`config.mk`:
```
export PLATFORM = sky130hd
export DESIGN_NAME = reader_director_decoder
export DESIGN_NICKNAME = d
export VERILOG_FILES = /design/src/rtl/reader_director_pkg.sv /design/src/rtl/reader_director_decoder.sv
export VERILOG_INCLUDE_DIRS = /design/src /design/src/rtl
export SDC_FILE = /design/constraint.sdc
export NUM_CORES = 1
export LEC_CHECK = 0
export CORE_MARGIN = 3
export CORE_UTILIZATION = 40
export CTS_CLUSTER_SIZE = 40
export DETAILED_ROUTE_END_ITERATION = 10
export DONT_BUFFER_PORTS = 1
export HOLD_SLACK_MARGIN = 0.15
export PLACE_DENSITY = 0.65
export REMOVE_ABC_BUFFERS = 1
export SYNTH_ARGS = -nofsm -noshare
export SYNTH_HDL_FRONTEND = slang
export SYNTH_SLANG_ARGS = --single-unit
```
`constraint.sdc`:
```
create_clock -name i_clk_sys -period 5.3 [get_ports i_clk_sys]
set_input_delay 1.06 -clock i_clk_sys [delete_from_list [all_inputs] [get_ports i_clk_sys]]
set_output_delay 1.06 -clock i_clk_sys [all_outputs]
set_load 0.05 [all_outputs]
```
`src/rtl/reader_director_params.svh`:
```
// Offsets, field positions, codes and step sizes for the director decoder
`ifndef READER_DIRECTOR_PARAMS_SVH
`define READER_DIRECTOR_PARAMS_SVH
// Register byte offsets
`define OFS_DIRECTOR 5'h00
`define OFS_STATUS 5'h04
`define OFS_MODE 5'h08
`define OFS_PARAM_DATA 5'h0c
`define OFS_CONTROL 5'h10
// Director code field of a director write
`define DIR_CODE_HI 19
`define DIR_CODE_LO 16
`define DIR_PARAM 4'h2
`define DIR_POSITION 4'h3
`define DIR_MECH 4'h4
// Common function word bits
`define BIT_CLR_CTRL 0
`define BIT_CLR_INT 1
`define BIT_EOP_REQ 3
`define BIT_ALARM_REQ 4
// Parameter word fields
`define CHAR_MODE_HI 6
`define CHAR_MODE_LO 5
`define BIT_SCAN_TWO 7
`define TABLE_CMD_HI 9
`define TABLE_CMD_LO 8
`define WORD_COUNT_HI 15
`define WORD_COUNT_LO 10
// Position word fields
`define TMC_HI 7
`define TMC_LO 0
`define ADVANCE_HI 11
`define ADVANCE_LO 8
`define BIT_MINI_STEP 13
`define PITCH_HI 15
`define PITCH_LO 14
// Mechanical action word fields
`define BIT_ZERO_MIRROR 12
`define ACTION_HI 15
`define ACTION_LO 13
`define ACTION_POCKET1 3'h1
`define ACTION_POCKET2 3'h3
`define ACTION_MARK 3'h4
// Page step sizes in thousandths of an inch
`define STEP_MINI_MILS 10'h028
`define STEP_168_MILS 10'h0a8
`define STEP_192_MILS 10'h0c0
`define STEP_200_MILS 10'h0c8
`define STEP_248_MILS 10'h0f8
// Belt travel that marks document run-out, in inches
`define RUNOUT_INCHES 6'h1e
`endif

```
`src/rtl/reader_director_pkg.sv`:
```
// Types shared by the director decoder
`default_nettype none
package reader_director_pkg;
  typedef enum logic [1:0] {ST_IDLE = 2'b00, ST_PARAM = 2'b01, ST_MOTION = 2'b11, ST_MECH = 2'b10} state_t;
  typedef enum logic [1:0] {CM_ASSEMBLED = 2'b00, CM_SERVO = 2'b01, CM_CHAR = 2'b10, CM_PEAK = 2'b11} char_mode_t;
  typedef enum logic [1:0] {TC_CLR_FONT = 2'b00, TC_ENTER_CTRL = 2'b01, TC_ENTER_FONT = 2'b10,
    TC_REPLACE_CTRL = 2'b11} table_cmd_t;
endpackage
`default_nettype wire

```
`src/rtl/reader_director_decoder.sv`:
```
// Director function decoder with Avalon-MM register slave
`timescale 1ns/100ps
`default_nettype none
`include "reader_director_params.svh"
module reader_director_decoder
(
  input wire logic i_clk_sys,
  input wire logic i_rst_b,
  input wire logic [4:0] i_avs_address,
  input wire logic i_avs_read,
  input wire logic i_avs_write,
  input wire logic [31:0] i_avs_writedata,
  output logic [31:0] o_avs_readdata,
  output logic o_avs_waitrequest,
  input wire logic i_reader_ready,
  input wire logic i_mirror_done,
  input wire logic i_page_done,
  input wire logic i_doc_ready,
  input wire logic i_mark_done,
  input wire logic i_out_of_zone,
  input wire logic i_belt_inch,
  input wire logic i_mirror_outside,
  input wire logic [7:0] i_terminal_mirror_coordinate,
  input wire logic i_char_valid,
  input wire logic [7:0] i_char,
  input wire logic [7:0] i_servo_count,
  input wire logic [6:0] i_peak_voltage,
  input wire logic i_beyond_optics,
  output logic [15:0] o_data_word,
  output logic o_data_valid,
  output logic o_mirror_start,
  output logic o_mirror_zero,
  output logic [7:0] o_mirror_target,
  output logic o_page_start,
  output logic [3:0] o_page_count,
  output logic [9:0] o_step_mils,
  output logic o_sort_start,
  output logic o_sort_pocket2,
  output logic o_mark_start,
  output logic o_scan_two_high,
  output logic o_font_clear,
  output logic o_ctrl_clear,
  output logic o_table_wr,
  output logic o_table_font,
  output logic [5:0] o_table_index,
  output logic [15:0] o_table_data,
  output logic o_busy,
  output logic o_irq
);
  import reader_director_pkg::*;

  // Basic line size for the given pitch controls
  function automatic logic [9:0] step_mils(input logic mini, input logic [1:0] pitch);
    logic [9:0] s;
    s = `STEP_168_MILS;
    case (pitch)
      2'b01: s = `STEP_192_MILS;
      2'b10: s = `STEP_200_MILS;
      2'b11: s = `STEP_248_MILS;
      default: s = `STEP_168_MILS;
    endcase
    step_mils = mini ? `STEP_MINI_MILS : s;
  endfunction

  //////////////////////////////////////////////////////////////////////////////
  // Pin synchronisers: a change counts once stages two and three agree
  logic [7:0] pin_s1_r, pin_s2_r, pin_s3_r, pin_r, pin_d_r;
  logic [7:0] pin_raw, pin_rise;
  assign pin_raw = {i_mirror_outside, i_belt_inch, i_out_of_zone, i_mark_done, i_doc_ready, i_page_done,
    i_mirror_done, i_reader_ready};
  always_ff @(posedge i_clk_sys or negedge i_rst_b)
  begin
    if (!i_rst_b)
    begin
      pin_s1_r <= 8'h00;
      pin_s2_r <= 8'h00;
      pin_s3_r <= 8'h00;
      pin_r <= 8'h00;
      pin_d_r <= 8'h00;
    end
    else
    begin
      pin_s1_r <= pin_raw;
      pin_s2_r <= pin_s1_r;
      pin_s3_r <= pin_s2_r;
      pin_r <= (~(pin_s2_r ^ pin_s3_r) & pin_s3_r) | ((pin_s2_r ^ pin_s3_r) & pin_r);
      pin_d_r <= pin_r;
    end
  end
  assign pin_rise = pin_r & ~pin_d_r;
  logic ready_s, mirror_ev, page_ev, doc_ev, mark_ev, zone_ev, belt_ev, outside_s;
  assign ready_s = pin_r[0];
  assign mirror_ev = pin_rise[1];
  assign page_ev = pin_rise[2];
  assign doc_ev = pin_rise[3];
  assign mark_ev = pin_rise[4];
  assign zone_ev = pin_rise[5];
  assign belt_ev = pin_rise[6];
  assign outside_s = pin_r[7];

  //////////////////////////////////////////////////////////////////////////////
  // Bus slave: one wait cycle, write acts at the edge that sees waitrequest low
  logic wait_r;
  logic wr_go, rd_go, dir_wr, data_wr, ctrl_wr;
  logic [15:0] word;
  logic [3:0] dir_code;
  state_t state_r;
  logic can_accept, param_go, pos_go, mech_go;
  logic clr_ctrl, clr_int;
  assign wr_go = i_avs_write && !wait_r;
  assign rd_go = i_avs_read && !wait_r;
  assign word = i_avs_writedata[15:0];
  assign dir_code = i_avs_writedata[`DIR_CODE_HI:`DIR_CODE_LO];
  assign dir_wr = wr_go && (i_avs_address == `OFS_DIRECTOR);
  assign data_wr = wr_go && (i_avs_address == `OFS_PARAM_DATA);
  assign ctrl_wr = wr_go && (i_avs_address == `OFS_CONTROL);
  // Words are taken only while ready and idle; others are refused
  assign can_accept = ready_s && (state_r == ST_IDLE);
  logic hang_r;
  assign param_go = dir_wr && (dir_code == `DIR_PARAM) && can_accept;
  assign pos_go = dir_wr && (dir_code == `DIR_POSITION) && can_accept && !hang_r;
  assign mech_go = dir_wr && (dir_code == `DIR_MECH) && can_accept;
  assign clr_ctrl = ctrl_wr && i_avs_writedata[`BIT_CLR_CTRL];
  assign clr_int = clr_ctrl || (ctrl_wr && i_avs_writedata[`BIT_CLR_INT]) ||
    ((param_go || mech_go) && word[`BIT_CLR_INT]);

  always_ff @(posedge i_clk_sys or negedge i_rst_b)
  begin
    if (!i_rst_b)
      wait_r <= 1'b1;
    else if ((i_avs_read || i_avs_write) && wait_r)
      wait_r <= 1'b0;
    else
      wait_r <= 1'b1;
  end
  assign o_avs_waitrequest = wait_r;

  //////////////////////////////////////////////////////////////////////////////
  // Parameter word fields, held for the read path
  char_mode_t char_mode_r;
  table_cmd_t table_cmd_r;
  logic [5:0] word_count_r;
  logic eop_req_r, alarm_req_r;
  always_ff @(posedge i_clk_sys or negedge i_rst_b)
  begin
    if (!i_rst_b)
    begin
      char_mode_r <= CM_ASSEMBLED;
      table_cmd_r <= TC_CLR_FONT;
      word_count_r <= 6'h00;
      o_scan_two_high <= 1'b0;
    end
    else if (param_go)
    begin
      char_mode_r <= char_mode_t'(word[`CHAR_MODE_HI:`CHAR_MODE_LO]);
      o_scan_two_high <= word[`BIT_SCAN_TWO];
      table_cmd_r <= table_cmd_t'(word[`TABLE_CMD_HI:`TABLE_CMD_LO]);
      word_count_r <= word[`WORD_COUNT_HI:`WORD_COUNT_LO];
    end
  end

  // Interrupt requests ride on each accepted parameter or mechanical word and die with a clear
  always_ff @(posedge i_clk_sys or negedge i_rst_b)
  begin
    if (!i_rst_b)
    begin
      eop_req_r <= 1'b0;
      alarm_req_r <= 1'b0;
    end
    else if (param_go || mech_go)
    begin
      eop_req_r <= word[`BIT_EOP_REQ];
      alarm_req_r <= word[`BIT_ALARM_REQ];
    end
    else if (clr_int)
    begin
      eop_req_r <= 1'b0;
      alarm_req_r <= 1'b0;
    end
  end

  //////////////////////////////////////////////////////////////////////////////
  // Sequencer state and pending actions
  logic mirror_pend_r, page_pend_r, sort_pend_r, mark_pend_r, mark_run_r, zero_op_r;
  logic [5:0] words_left_r, table_idx_r, belt_cnt_r;
  logic runout;
  logic all_done;
  logic eop_set, alarm_set;
  assign runout = sort_pend_r && belt_ev && (belt_cnt_r == `RUNOUT_INCHES - 6'h01);
  assign all_done = !mirror_pend_r && !page_pend_r && !sort_pend_r && !mark_pend_r;

  always_ff @(posedge i_clk_sys or negedge i_rst_b)
  begin
    if (!i_rst_b)
    begin
      state_r <= ST_IDLE;
      words_left_r <= 6'h00;
    end
    else if (clr_ctrl)
      state_r <= ST_IDLE;
    else
    begin
      case (state_r)
        ST_IDLE:
        begin
          if (param_go && (word[`TABLE_CMD_HI:`TABLE_CMD_LO] != TC_CLR_FONT) &&
              (word[`WORD_COUNT_HI:`WORD_COUNT_LO] != 6'h00))
          begin
            state_r <= ST_PARAM;
            words_left_r <= word[`WORD_COUNT_HI:`WORD_COUNT_LO];
          end
          else if (pos_go && ((word[`TMC_HI:`TMC_LO] != 8'h00) || (word[`ADVANCE_HI:`ADVANCE_LO] != 4'h0)))
            state_r <= ST_MOTION;
          else if (mech_go)
            state_r <= ST_MECH;
        end
        ST_PARAM:
        begin
          if (data_wr)
          begin
            words_left_r <= words_left_r - 6'h01;
            if (words_left_r == 6'h01)
              state_r <= ST_IDLE;
          end
        end
        ST_MOTION, ST_MECH:
        begin
          if (all_done)
            state_r <= ST_IDLE;
        end
        default: state_r <= ST_IDLE;
      endcase
    end
  end

  // Table load strobes; host keeps counts within 48 font or 8 control words
  always_ff @(posedge i_clk_sys or negedge i_rst_b)
  begin
    if (!i_rst_b)
    begin
      o_font_clear <= 1'b0;
      o_ctrl_clear <= 1'b0;
      o_table_wr <= 1'b0;
      o_table_font <= 1'b0;
      o_table_index <= 6'h00;
      o_table_data <= 16'h0000;
      table_idx_r <= 6'h00;
    end
    else
    begin
      o_font_clear <= param_go && (word[`TABLE_CMD_HI:`TABLE_CMD_LO] == TC_CLR_FONT);
      o_ctrl_clear <= param_go && (word[`TABLE_CMD_HI:`TABLE_CMD_LO] == TC_ENTER_CTRL);
      o_table_wr <= (state_r == ST_PARAM) && data_wr && !clr_ctrl;
      if (param_go)
      begin
        table_idx_r <= 6'h00;
        o_table_font <= (word[`TABLE_CMD_HI:`TABLE_CMD_LO] == TC_ENTER_FONT);
      end
      else if ((state_r == ST_PARAM) && data_wr)
      begin
        // Replace writes land on matching indices of the held table
        o_table_index <= table_idx_r;
        o_table_data <= i_avs_writedata[15:0];
        table_idx_r <= table_idx_r + 6'h01;
      end
    end
  end

  // Motion launches and completion tracking
  always_ff @(posedge i_clk_sys or negedge i_rst_b)
  begin
    if (!i_rst_b)
    begin
      mirror_pend_r <= 1'b0;
      page_pend_r <= 1'b0;
      sort_pend_r <= 1'b0;
      mark_pend_r <= 1'b0;
      mark_run_r <= 1'b0;
      zero_op_r <= 1'b0;
      belt_cnt_r <= 6'h00;
      o_mirror_start <= 1'b0;
      o_mirror_zero <= 1'b0;
      o_mirror_target <= 8'h00;
      o_page_start <= 1'b0;
      o_page_count <= 4'h0;
      o_step_mils <= `STEP_168_MILS;
      o_sort_start <= 1'b0;
      o_sort_pocket2 <= 1'b0;
      o_mark_start <= 1'b0;
    end
    else if (clr_ctrl)
    begin
      mirror_pend_r <= 1'b0;
      page_pend_r <= 1'b0;
      sort_pend_r <= 1'b0;
      mark_pend_r <= 1'b0;
      mark_run_r <= 1'b0;
      o_mirror_start <= 1'b0;
      o_page_start <= 1'b0;
      o_sort_start <= 1'b0;
      o_mark_start <= 1'b0;
    end
    else
    begin
      o_mirror_start <= 1'b0;
      o_page_start <= 1'b0;
      o_sort_start <= 1'b0;
      o_mark_start <= 1'b0;
      if (pos_go)
      begin
        // Both motions start together; a zero field starts nothing
        o_mirror_target <= word[`TMC_HI:`TMC_LO];
        o_mirror_zero <= 1'b0;
        o_mirror_start <= (word[`TMC_HI:`TMC_LO] != 8'h00);
        mirror_pend_r <= (word[`TMC_HI:`TMC_LO] != 8'h00);
        zero_op_r <= 1'b0;
        o_page_count <= word[`ADVANCE_HI:`ADVANCE_LO];
        o_page_start <= (word[`ADVANCE_HI:`ADVANCE_LO] != 4'h0);
        page_pend_r <= (word[`ADVANCE_HI:`ADVANCE_LO] != 4'h0);
        o_step_mils <= step_mils(word[`BIT_MINI_STEP], word[`PITCH_HI:`PITCH_LO]);
      end
      else if (mech_go)
      begin
        zero_op_r <= word[`BIT_ZERO_MIRROR];
        o_mirror_zero <= word[`BIT_ZERO_MIRROR];
        // Zero mirror already outside the scan area is a no-op
        if (word[`BIT_ZERO_MIRROR])
        begin
          o_mirror_start <= !outside_s;
          mirror_pend_r <= !outside_s;
        end
        else
        begin
          o_mirror_target <= i_terminal_mirror_coordinate;
          o_mirror_start <= 1'b1;
          mirror_pend_r <= 1'b1;
        end
        if ((word[`ACTION_HI:`ACTION_LO] == `ACTION_POCKET1) || (word[`ACTION_HI:`ACTION_LO] == `ACTION_POCKET2))
        begin
          o_sort_start <= 1'b1;
          o_sort_pocket2 <= (word[`ACTION_HI:`ACTION_LO] == `ACTION_POCKET2);
          sort_pend_r <= 1'b1;
          belt_cnt_r <= 6'h00;
        end
        mark_pend_r <= (word[`ACTION_HI:`ACTION_LO] == `ACTION_MARK);
        mark_run_r <= 1'b0;
      end
      else
      begin
        if (mirror_ev)
          mirror_pend_r <= 1'b0;
        // Leaving the read zone ends the advance early
        if (page_ev || zone_ev)
          page_pend_r <= 1'b0;
        if (sort_pend_r && belt_ev)
          belt_cnt_r <= belt_cnt_r + 6'h01;
        if (sort_pend_r && (doc_ev || runout))
          sort_pend_r <= 1'b0;
        // Pen waits for the mirror: they never move together
        if (mark_pend_r && !mark_run_r && !mirror_pend_r)
        begin
          o_mark_start <= 1'b1;
          mark_run_r <= 1'b1;
        end
        if (mark_run_r && mark_ev)
        begin
          mark_pend_r <= 1'b0;
          mark_run_r <= 1'b0;
        end
      end
    end
  end

  //////////////////////////////////////////////////////////////////////////////
  // Status flags and interrupt response; a set beats a same-cycle clear
  logic eop_r, alarm_r, no_sort_r, scan_gate_r, refused_r;
  logic [7:0] mirror_pos_r;
  assign eop_set = ((state_r != ST_IDLE) && (state_r != ST_PARAM) && all_done && !clr_ctrl) ||
    ((state_r == ST_PARAM) && data_wr && (words_left_r == 6'h01) && !clr_ctrl);
  assign alarm_set = (page_pend_r && zone_ev) || runout || (pin_d_r[0] && !ready_s);
  always_ff @(posedge i_clk_sys or negedge i_rst_b)
  begin
    if (!i_rst_b)
    begin
      eop_r <= 1'b0;
      alarm_r <= 1'b0;
      no_sort_r <= 1'b0;
      hang_r <= 1'b0;
      refused_r <= 1'b0;
      scan_gate_r <= 1'b0;
      mirror_pos_r <= 8'h00;
      o_irq <= 1'b0;
      o_busy <= 1'b0;
    end
    else
    begin
      eop_r <= eop_set || (eop_r && !clr_int);
      alarm_r <= alarm_set || (alarm_r && !clr_int);
      o_irq <= (eop_set && eop_req_r) || (alarm_set && alarm_req_r) || (o_irq && !clr_int);
      refused_r <= (dir_wr && !param_go && !pos_go && !mech_go) || (refused_r && !clr_int);
      o_busy <= (state_r != ST_IDLE) || param_go || pos_go || mech_go;
      // Page pushed out of the zone blocks advances until a sort
      if (page_pend_r && zone_ev)
      begin
        no_sort_r <= 1'b1;
        hang_r <= 1'b1;
      end
      else if (mech_go && ((word[`ACTION_HI:`ACTION_LO] == `ACTION_POCKET1) ||
               (word[`ACTION_HI:`ACTION_LO] == `ACTION_POCKET2)))
      begin
        no_sort_r <= 1'b0;
        hang_r <= 1'b0;
      end
      if (mirror_pend_r && mirror_ev && !zero_op_r)
      begin
        scan_gate_r <= 1'b1;
        mirror_pos_r <= o_mirror_target;
      end
      else if ((state_r == ST_MECH) && all_done && zero_op_r)
      begin
        scan_gate_r <= 1'b0;
        mirror_pos_r <= 8'h00;
      end
    end
  end

  //////////////////////////////////////////////////////////////////////////////
  // Read-back data latched as waitrequest falls
  always_ff @(posedge i_clk_sys or negedge i_rst_b)
  begin
    if (!i_rst_b)
      o_avs_readdata <= 32'h00000000;
    else if (i_avs_read && wait_r)
    begin
      case (i_avs_address)
        `OFS_STATUS: o_avs_readdata <= {8'h00, mirror_pos_r, 7'h00, refused_r, scan_gate_r, no_sort_r, alarm_r,
          eop_r, 1'b0, o_irq, o_busy, ready_s};
        `OFS_MODE: o_avs_readdata <= {12'h000, alarm_req_r, eop_req_r, state_r, word_count_r, table_cmd_r,
          o_scan_two_high, char_mode_r, 5'h00};
        `OFS_PARAM_DATA: o_avs_readdata <= {26'h0000000, words_left_r};
        default: o_avs_readdata <= 32'h00000000;
      endcase
    end
  end

  //////////////////////////////////////////////////////////////////////////////
  // Read character formatting by character mode
  logic [7:0] first_char_r;
  logic half_r;
  always_ff @(posedge i_clk_sys or negedge i_rst_b)
  begin
    if (!i_rst_b)
    begin
      o_data_word <= 16'h0000;
      o_data_valid <= 1'b0;
      first_char_r <= 8'h00;
      half_r <= 1'b0;
    end
    else
    begin
      o_data_valid <= 1'b0;
      if (param_go || clr_ctrl)
        half_r <= 1'b0;
      else if (i_char_valid)
      begin
        case (char_mode_r)
          CM_ASSEMBLED:
          begin
            // First character goes high; odd last one waits
            if (!half_r)
              first_char_r <= i_char;
            else
            begin
              o_data_word <= {first_char_r, i_char};
              o_data_valid <= 1'b1;
            end
            half_r <= !half_r;
          end
          CM_SERVO:
          begin
            o_data_word <= {i_servo_count, i_char};
            o_data_valid <= 1'b1;
          end
          CM_CHAR:
          begin
            o_data_word <= {8'h00, i_char};
            o_data_valid <= 1'b1;
          end
          CM_PEAK:
          begin
            o_data_word <= {i_beyond_optics, i_peak_voltage, i_char};
            o_data_valid <= 1'b1;
          end
          default: o_data_valid <= 1'b0;
        endcase
      end
    end
  end
endmodule
`default_nettype wire

```
* Word level (Yosys, flattened, before mapping)
Cells that the tools add are included.
Cells by class: add/sub/neg operators 3, mux-type cells 79, reduce and logical (&&, ||, !) cells 130, bitwise logic cells 12, equal/unequal tests 36
Operator list (number):
- $pmux 24 s3 | 1
- $pmux 16 s4 | 1
- $logic_and 1x1->1 | 54
- $mux 1 | 52
- $mux 6 | 7
- $mux 8 | 5
- $reduce_bool 2->1 | 11
- $pmux 7 s3 | 1
- $logic_or 1x1->1 | 20
- $reduce_and 4->1 | 5
- $and 8x8->8 | 2
- $logic_not 1->1 | 16
- $mux 16 | 1
- $eq 2x2->1 const B | 7
- $mux 2 | 7
- $reduce_and 2->1 | 7
- $add 6x1->6 const B | 2
- $pmux 6 s2 | 1
- $reduce_bool 4->1 | 3
- $eq 5x4->1 const B | 2
- $mux 10 | 1
- $ne 2x1->1 const B | 5
- $reduce_and 3->1 | 3
- $reduce_bool 3->1 | 3
- 30 further kinds | 43
Word-level totals: word-level logic and storage cells 309, flip-flop bits (word level) 205, bits of input ports 82, output and inout port bits 107

* Longest topological paths before layout
Gate-level depths: netlist (run 1).
depth in word-level cells 11, depth in mapped cells 9

* Worst setup path after synthesis (run 1)
Ideal clock, no wire load.
kind input to register, start input port i_avs_address[2], end register words_left_r[2], arrival time 2.568 ns, path buffers 2, cell stages on the path 7, slack 2.611 ns, cells stage by stage buf_2 -> nor4b_4 -> and4_4 -> a21oi_2 -> or2_1 -> buf_2 -> o22a_1
On the way: longest elaborated chain between the ends 8, elaborated cells between the ends (all ways) 15
Ends and longest elaborated chain:
- start: declaration | line reader_director_decoder.sv:9 | input wire logic [4:0] i_avs_address,
- $logic_not 5->1 (no source line)
- $logic_and 1x1->1 | line reader_director_decoder.sv:114 | assign dir_wr = wr_go && (i_avs_address == `OFS_DIRECTOR);
- $logic_and 1x1->1 (2 in a row) | line reader_director_decoder.sv:120 | assign param_go = dir_wr && (dir_code == `DIR_PARAM) && can_accept;
- $logic_and 1x1->1 (2 in a row) | line reader_director_decoder.sv:206 | if (param_go && (word[`TABLE_CMD_HI:`TABLE_CMD_LO] != TC_CLR_FONT) &&
- $ne 2x1->1 (no source line)
- $reduce_and 4->1 (no source line) *
- end signal: assignment | line reader_director_decoder.sv:210 | words_left_r <= word[`WORD_COUNT_HI:`WORD_COUNT_LO];
- end signal: assignment | line reader_director_decoder.sv:221 | words_left_r <= words_left_r - 6'h01;
- end: declaration | line reader_director_decoder.sv:185 | logic [5:0] words_left_r, table_idx_r, belt_cnt_r;
Every way passes the cells marked *; elsewhere a longest branch is shown, timed or not. A chain may end at the register's enable or synchronous reset.

* Final worst setup path (run 1)
start input port i_avs_address[3], end register mirror_pend_r
On the way: longest elaborated chain between the ends 7, elaborated cells between the ends (all ways) 14
Ends and longest elaborated chain:
- $logic_not 5->1 (no source line)
- $logic_and 1x1->1 | line reader_director_decoder.sv:114
- $logic_and 1x1->1 (on tied branches) (2 in a row) | line reader_director_decoder.sv:122, reader_director_decoder.sv:121
- $mux 1 or $logic_and 1x1->1 (tied branches) | line reader_director_decoder.sv:322, reader_director_decoder.sv:121
- $mux 1 | line reader_director_decoder.sv:309 | if (pos_go)
- $mux 1 | line reader_director_decoder.sv:291 | else if (clr_ctrl)
- end signal: assignment | line reader_director_decoder.sv:315 | mirror_pend_r <= (word[`TMC_HI:`TMC_LO] != 8'h00);
- end signal: assignment | line reader_director_decoder.sv:330 | mirror_pend_r <= !outside_s;
- end: declaration | line reader_director_decoder.sv:184 | logic mirror_pend_r, page_pend_r, sort_pend_r, mark_pend_r, mark_run_r, zero_op_r;
Parallel ways exist; a longest one is shown, timed or not.

==> results of run 1 <==
## where the power goes
part | leakage [nW] | total, W | switching, W | internal, W
Combinational | 1.24 | 0.000297 | 0.000149 | 0.000147
Sequential | 2.47 | 0.00197 | 0.000362 | 0.00161
Clock | 0.287 | 0.00126 | 0.000615 | 0.000642
Total | 4.00 | 0.00352 | 0.00113 | 0.00240
## cells by family (layout without fill, tap and decap cells)
logic type | count (synthesis) | after routing | share of synthesized area, %
xor+xnor | 3 | 3 | 0.331
simple gates | 210 | 210 | 13.2
compound gates | 135 | 135 | 11.0
mux | 63 | 63 | 8.71
flops | 192 | 192 | 60.5
fa+ha+maj | 17 | 17 | 2.42
buf+inv | 60 | 52 | 3.78
other cells | 1 | 13 | 0.0472
## cell usage after synthesis (all sizes together) (4+ instances only)
cell type	count	area, um^2
dfrtp	188	4700
nor2	36	145
dfstp	4	105
a22o	16	140
nor2b	9	56.3
buf	30	188
o211ai	4	30.0
o31ai	7	52.6
maj3	8	80.1
mux2	49	552
clkbuf	14	52.6
ha	9	113
a22oi	16	120
a21oi	21	109
and2	5	31.3
mux2i	14	140
nand3	13	65.1
a21o	4	30.0
nor3	8	45.0
nor4	7	43.8
a31oi	5	31.3
inv	15	56.3
nand4	6	43.8
o21ai	48	240
nand2	100	375
## sequential cells by signal, indices dropped and copies added (netlist names), 2 cells and up, named ones only
signal	cells
belt_cnt_r	6
char_mode_r	2
first_char_r	8
mirror_pos_r	8
o_avs_readdata	24
o_data_word	16
o_mirror_target	8
o_page_count	4
o_step_mils	5
o_table_data	16
o_table_index	6
pin_d_r	7
pin_s1_r	8
pin_s2_r	8
pin_s3_r	8
state_r	2
table_cmd_r	2
table_idx_r	6
word_count_r	6
words_left_r	6
## stage by stage
stage	power [W]	utilization, %
5_1_grt	0.00367	45.6
4_1_cts	0.00355	45.6
6_report	0.00352	45.6
3_5_place_dp	0.00230	42.5
2_1_floorplan	0.00221	-
3_3_place_gp	0.00228	42.5
## layer usage
metal	part of all wire, %	GRT usage [%]
met5	0	0
met2	47	28.2
met1	43	24.9
met4	2.2	6.29
met3	7.2	5.12
## how the worst max path moves through the flow
stage	start	depth (start not counted)	slack (ns)	to
2_1_floorplan	i_avs_address[4]	5	1.97	table_idx_r[0]$_DFFE_PN0P_
3_3_place_gp	i_avs_address[3]	6	2.09	mirror_pend_r$_DFFE_PN0P_
3_5_place_dp	i_avs_address[3]	6	2.03	mirror_pend_r$_DFFE_PN0P_
4_1_cts	i_avs_address[3]	6	2.48	mirror_pend_r$_DFFE_PN0P_
5_1_grt	i_avs_address[3]	6	2.29	mirror_pend_r$_DFFE_PN0P_
6_report	i_avs_address[3]	6	2.44	mirror_pend_r$_DFFE_PN0P_
## area by class of cell
type	instances	share of cell area (%)
clock buffers	18	5.05
inverters	16	0.691
clock inverters	14	1.68
well taps	260	3.74
repair buffers	4	0.345
multi-input cells	441	33.2
flip-flops and latches	192	55.3
## worst register-to-register path: cells and delay by family (launching register included)
kind	cells	cell delay, ns
flops	1	0.49
buf+inv	1	0.34
simple gates	4	1.58
mux	1	0.27
==> out/qor.log, run 1 <==
INFO  layout         insertedDiodeCount=0
INFO  layout         ff_latch_area=4810um^2
INFO  placed_design  cell_area_placed=8110um^2
INFO  global_route   grt_overflow=0
INFO  timing         final.period_utilization=53.9%
INFO  worst_setup_path slowest_stage=sky130_fd_sc_hd__nor4b_4
INFO  placed_design  finalWeightedCongestion=0.867
INFO  worst_setup_path crit_type=primary input to flop
INFO  clock_tree     clk_root_buffer_cell=sky130_fd_sc_hd__clkbuf_16
INFO  worst_setup_path kind_of_cell_adding_the_most_delay_to_the_critical_path=simple AND/OR/NAND/NOR gates
INFO  floorplanning  floorplan.initialDensity=41.6%
INFO  run_status     run_status=completed
INFO  clock_tree     cts-htree-levels=4
INFO  power_and_ir_drop leakage=4.00nW
INFO  timing         fin_tns_setup=0ns
INFO  yosys          seq_area_frac_synth=60.5%
INFO  clock_tree     clock_path_buffers=2
INFO  floorplanning  design.core.area=19,100um^2
INFO  route          first_pass_iters=5
INFO  floorplanning  floorplan.rows=50
INFO  floorplanning  die_x=147um
INFO  placed_design  dpl.cell_count=913
INFO  route          vias_per_cell=5.46
INFO  worst_setup_path timing.rr.end=mirror_pend_r$_DFFE_PN0P_
INFO  floorplanning  dieArea=21,600um^2
INFO  worst_setup_path timing.critical_path.cells=nor4b_4, nand4b_1, nor2_2, buf_4, nor3_1, mux2_2
INFO  clock_tree     tritoncts.num_buffers=17
INFO  layout         most_frequent_cells_in_the_layout=188 x sky130_fd_sc_hd__dfrtp_1, 100 x sky130_fd_sc_hd__nand2_1, 49 x sky130_fd_sc_hd__mux2_2
INFO  worst_setup_path endpoint_kind=flop
INFO  timing         setup_repair_after_global_routing_missed_its_margin=no
INFO  layout         total_area_of_multi_input_combinational_cells=2880um^2
INFO  clock_tree     clk_latency=0.43ns
INFO  yosys          yosys_register_bits=192
INFO  layout         finish.net_count=763
INFO  layout         area_growth_syn_to_layout=9.38%
INFO  worst_setup_path critPathBufInv=1
INFO  layout         final_cell_count_no_fill=945
INFO  clock_tree     path_clk_slew=0.08ns
INFO  yosys          synthesis.area_per_instance=11.7um^2
INFO  yosys          yosys_warnings=0
INFO  global_route   antenna_found_initial=0
INFO  route          average_wire_length_per_cell_after_detail_routing=20.8um
INFO  yosys          yosysUniqueCellTypes=62
INFO  placed_design  dp_hpwl=14,100um
INFO  worst_setup_path timing.critical_path.fanout_max=21
INFO  timing         finalCriticalPeriod=2.86ns
INFO  global_route   first_global_vias=5,149
INFO  global_route   grt_start_max_net_pins=193
INFO  worst_setup_path rr_startpoint=o_avs_waitrequest$_DFF_PN1_
INFO  global_route   grt_util_all_layers=18.2%
INFO  timing         worst_pin_slew=0.846ns
INFO  timing         final_critical_path_setup_slack=2.44ns
INFO  route          first_iter_violations=395
INFO  placed_design  portBuffers=0
INFO  route          drcViolationCount=0
INFO  worst_setup_path worst-endpoint-arrival=3.17ns
INFO  power_and_ir_drop power.density=405nW/um^2
INFO  route          drt-total-wl=19,700um
INFO  route          final_antenna_net_count=0
INFO  worst_setup_path worst-r2r-cell-count=6
INFO  clock_tree     post_cts_setup_inserts=0
INFO  floorplanning  num_io_pins=189
INFO  timing         skew=0.00782ns
INFO  worst_setup_path worst_path_largest_cell_delay=0.57ns
INFO  power_and_ir_drop vdd_ir_drop_max=0.000240V
INFO  timing         final-hold-violation-count=0
INFO  yosys          synth.cell_area=7950um^2
INFO  route          detailroute.via_count=5,162
INFO  yosys          synth_enable_flop_cells=0
INFO  clock_tree     cts_repair_resize_count=0
INFO  placed_design  pre_cts_ws=2.03ns
INFO  timing         final-max-slew-violation-count=0
INFO  worst_setup_path worst_ep_required_time=5.61ns
INFO  timing         maxSlewHeadroom=43.5%
INFO  layout         share_of_layout_cells_above_drive_strength_1=14.6%
INFO  timing         hold-worst-slack=0.321ns
INFO  clock_tree     post_cts_hold_buffer_count=0
INFO  clock_tree     clock_sinks=192
INFO  layout         fillCellCount=1,769
INFO  min_path       hold_path_class=primary input to async pin
INFO  yosys          synthArstFlopShare=100%
INFO  worst_setup_path start_kind=primary input
INFO  global_route   grt_first_pass_wirelength=30,600um
INFO  layout         layout.cells.most_common=sky130_fd_sc_hd__dfrtp_1
INFO  job            cap_violations=0
INFO  worst_setup_path timing.reg2reg.setup_slack=2.51ns
INFO  layout         final_design_area_no_fill=8690um^2
INFO  timing         timing.final.setup_violations=0
INFO  timing         maxClockFrequency=350MHz
INFO  yosys          syn_inst_count=681
INFO  yosys          yosys_most_used_dff=sky130_fd_sc_hd__dfrtp_1
INFO  clock_tree     tritoncts=built
INFO  floorplanning  die_h=147um
Note: power is estimated with default switching activity, not from simulation.
==> run 2, diff against run 1 <==
--- a/config.mk
+++ b/config.mk
@@ -6,6 +6,7 @@
 export SDC_FILE = /design/constraint.sdc
 export NUM_CORES = 1
 export LEC_CHECK = 0
+export ABC_AREA = 1
 export CORE_MARGIN = 3
 export CORE_UTILIZATION = 40
 export CTS_CLUSTER_SIZE = 40
==> constraint.sdc (replaced) <==
create_clock -name i_clk_sys -period 2.8 [get_ports i_clk_sys]
set_input_delay 0.56 -clock i_clk_sys [delete_from_list [all_inputs] [get_ports i_clk_sys]]
set_output_delay 0.56 -clock i_clk_sys [all_outputs]
set_load 0.05 [all_outputs]
==> out/qor.log, run 2 <==
INFO  yosys          seq_area_frac_synth=57.5%
INFO  worst_setup_path timing.critical_path.fanout_max=8
INFO  route          final_antenna_net_count=0
INFO  timing         fin_tns_setup=0ns
INFO  timing         final-max-slew-violation-count=0
INFO  floorplanning  floorplan.rows=52
INFO  power_and_ir_drop report.power.total=0.00619W
INFO  clock_tree     cts_repair_resize_count=0
INFO  timing         skew=0.0126ns
INFO  layout         layout.cells.most_common=sky130_fd_sc_hd__nand2_1
INFO  yosys          syn_inst_count=919
INFO  yosys          synth_enable_flop_cells=0
INFO  timing         worst_pin_slew=0.612ns
INFO  clock_tree     tritoncts.num_buffers=17
INFO  global_route   grt_util_all_layers=17.9%
INFO  timing         final-hold-violation-count=188
INFO  worst_setup_path start_kind=flop
INFO  power_and_ir_drop vdd_ir_drop_max=0.000400V
INFO  worst_setup_path timing.critical_path.cells=inv_2, nand2_2, nor2_4, nand2_2, nor2_2, nand2_1, nand2_1, inv_1, nand3_1, o21ai_1
INFO  yosys          synthesis.area_per_instance=9.10um^2
INFO  worst_setup_path worst_path_largest_cell_delay=0.75ns
INFO  timing         maxClockFrequency=458MHz
INFO  route          vias_per_cell=4.91
INFO  clock_tree     cts-htree-levels=4
INFO  min_path       hold_path_class=primary input to async pin
INFO  run_status     run_status=finished with violations
INFO  yosys          post-synth-top-area-fraction=56.2%
INFO  yosys          post_synth_top_area_cell=sky130_fd_sc_hd__dfrtp_1
INFO  floorplanning  die_h=151um
INFO  floorplanning  design.core.area=20,400um^2
INFO  route          average_wire_length_per_cell_after_detail_routing=16.6um
INFO  placed_design  portBuffers=0
INFO  timing         timing.final.setup_violations=0
INFO  floorplanning  num_io_pins=189
INFO  yosys          synthArstFlopShare=100%
INFO  timing         final.period_utilization=78.0%
INFO  layout         finish.net_count=1,023
INFO  global_route   antenna_found_initial=0
INFO  worst_setup_path critPathBufInv=2
INFO  yosys          synthMostInstantiatedCell=sky130_fd_sc_hd__nand2_1
INFO  power_and_ir_drop leakage=4.55nW
INFO  global_route   grt_start_max_net_pins=193
INFO  timing         hold-worst-slack=-0.168ns
INFO  power_and_ir_drop power.density=668nW/um^2
INFO  worst_setup_path kind_of_cell_adding_the_most_delay_to_the_critical_path=simple AND/OR/NAND/NOR gates
INFO  layout         number_of_flip_flops_under_the_largest_register_name=24
INFO  global_route   first_global_vias=5,741
INFO  yosys          synth.cell_area=8370um^2
INFO  run_status     violations=negative hold slack
INFO  placed_design  finalWeightedCongestion=0.852
INFO  route          drt-total-wl=20,100um
INFO  route          detailroute.via_count=5,962
INFO  clock_tree     post_cts_hold_buffer_count=8
INFO  worst_setup_path worst_ep_required_time=3.15ns
INFO  worst_setup_path endpoint_kind=flop
INFO  route          first_pass_iters=5
INFO  job            cap_violations=0
INFO  layout         area_growth_syn_to_layout=10.7%
INFO  route          first_iter_violations=500
INFO  worst_setup_path crit_type=flop to flop
INFO  worst_setup_path worst-endpoint-arrival=2.53ns
INFO  clock_tree     clock_sinks=192
INFO  route          drcViolationCount=0
INFO  layout         final_core_utilization=45.5%
INFO  layout         share_of_layout_cells_above_drive_strength_1=9.63%
INFO  timing         maxSlewHeadroom=58.9%
INFO  floorplanning  die_x=151um
INFO  floorplanning  dieArea=22,700um^2
INFO  clock_tree     clk_root_buffer_cell=sky130_fd_sc_hd__clkbuf_16
INFO  layout         most_frequent_cells_in_the_layout=270 x sky130_fd_sc_hd__nand2_1, 188 x sky130_fd_sc_hd__dfrtp_1, 95 x sky130_fd_sc_hd__inv_1
INFO  yosys          yosys_register_bits=192
INFO  yosys          yosys_most_used_dff=sky130_fd_sc_hd__dfrtp_1
INFO  placed_design  dp_hpwl=14,500um
INFO  yosys          yosysUniqueCellTypes=44
INFO  global_route   grt_first_pass_wirelength=31,300um
INFO  clock_tree     post_cts_setup_inserts=0
INFO  yosys          yosys_warnings=0
INFO  floorplanning  floorplan.initialDensity=41.1%
INFO  placed_design  pre_cts_ws=0.664ns
INFO  clock_tree     clock_path_buffers=2
INFO  clock_tree     tritoncts=built
INFO  layout         reg_top3=o_avs_readdata: 24 flops, o_data_word: 16 flops, o_table_data: 16 flops
INFO  timing         finalCriticalPeriod=2.18ns
INFO  clock_tree     clk_latency=0.43ns
INFO  yosys          synth_common_cells=270 x sky130_fd_sc_hd__nand2_1, 188 x sky130_fd_sc_hd__dfrtp_1, 95 x sky130_fd_sc_hd__inv_1
INFO  timing         setup_repair_after_global_routing_missed_its_margin=no
INFO  layout         largest-register=o_avs_readdata
INFO  clock_tree     path_clk_slew=0.07ns
INFO  timing         final_critical_path_setup_slack=0.616ns
INFO  global_route   grt_overflow=0
INFO  layout         insertedDiodeCount=0
INFO  worst_setup_path slowest_stage=sky130_fd_sc_hd__dfstp_2
INFO  yosys          synth_top_cells_by_area=sky130_fd_sc_hd__dfrtp_1 56%, sky130_fd_sc_hd__nand2_1 12%, sky130_fd_sc_hd__o21ai_0 4.8%, sky130_fd_sc_hd__inv_1 4.3%, sky130_fd_sc_hd__nand3_1 2.6%
run 2: cell type report:
type | instances | area (um^2)
sequential | 192 | 4810
clock inverter | 13 | 173
inverter | 104 | 395
clock buffer | 19 | 433
fill | 1930 | 11100
multi-input combinational | 602 | 2980
tap | 270 | 338
timing repair buffer | 15 | 133
run 2: per-stage QoR:
step / cells / hold slack [ns] / cell area (um^2)
finish: 1215 / -0.168 / 9260
global route: 1215 / -0.185 / 9260
CTS: 1215 / -0.196 / 9260
detailed placement: 1175 / 0.271 / 8580
global placement: 1175 / 0.271 / 8580
floorplan: 898 / 0.264 / 8190
run 2: final timing paths:
| check | startpoint | end | slack (ns) | depth (start not counted) |
|---|---|---|---|---|
| worst max-delay path | o_avs_waitrequest$_DFF_PN1_ | belt_cnt_r[1]$_DFFE_PN0P_ | 0.62 | 10 |
| worst min-delay path | i_rst_b | o_data_word[13]$_DFFE_PN0P_ | -0.17 | 0 |
| worst max register to register | o_avs_waitrequest$_DFF_PN1_ | belt_cnt_r[1]$_DFFE_PN0P_ | 0.62 | 10 |
| worst min register to register | pin_s1_r[4]$_DFF_PN0_ | pin_s2_r[4]$_DFF_PN0_ | 0.35 | 0 |
| max in group asynchronous | i_rst_b | o_avs_waitrequest$_DFF_PN1_ | 2.56 | 0 |
| min in group i_clk_sys | i_avs_read | o_avs_waitrequest$_DFF_PN1_ | 0.19 | 1 |
run 2: worst register-to-register path, delay by kind of cell (launching register included):
family	cells	cell delay, ns
buffers and inverters	2	0.27
DFF	1	0.75
AOI/OAI and AO/OA	1	0.13
and+or+nand+nor	7	0.95
run 2: where the power goes:
group | leakage [nW] | switching [W] | internal, W
clock | 0.287 | 0.00110 | 0.00142
sequential | 2.47 | 0.000245 | 0.00291
combinational | 1.80 | 0.000334 | 0.000178
total | 4.55 | 0.00168 | 0.00451
run 2: per-layer routing:
metal	GRT usage (%)	wire (um)
met1	24.0	8790
met2	27.9	9460
met3	5.36	1430
met4	5.89	444
met5	0	0
run 2: kinds of logic (layout without fill, tap and decap cells):
kind of cell    Yosys count  count (layout)  share of synthesized area [%]
xor+xnor                  9               9                          0.942
simple gates            413             413                           22.0
buf+inv                 137             151                           7.39
fa+ha+maj                17              17                           2.30
flops                   192             192                           57.5
compound gates          150             150                           9.87
other cells               1              13                         0.0448
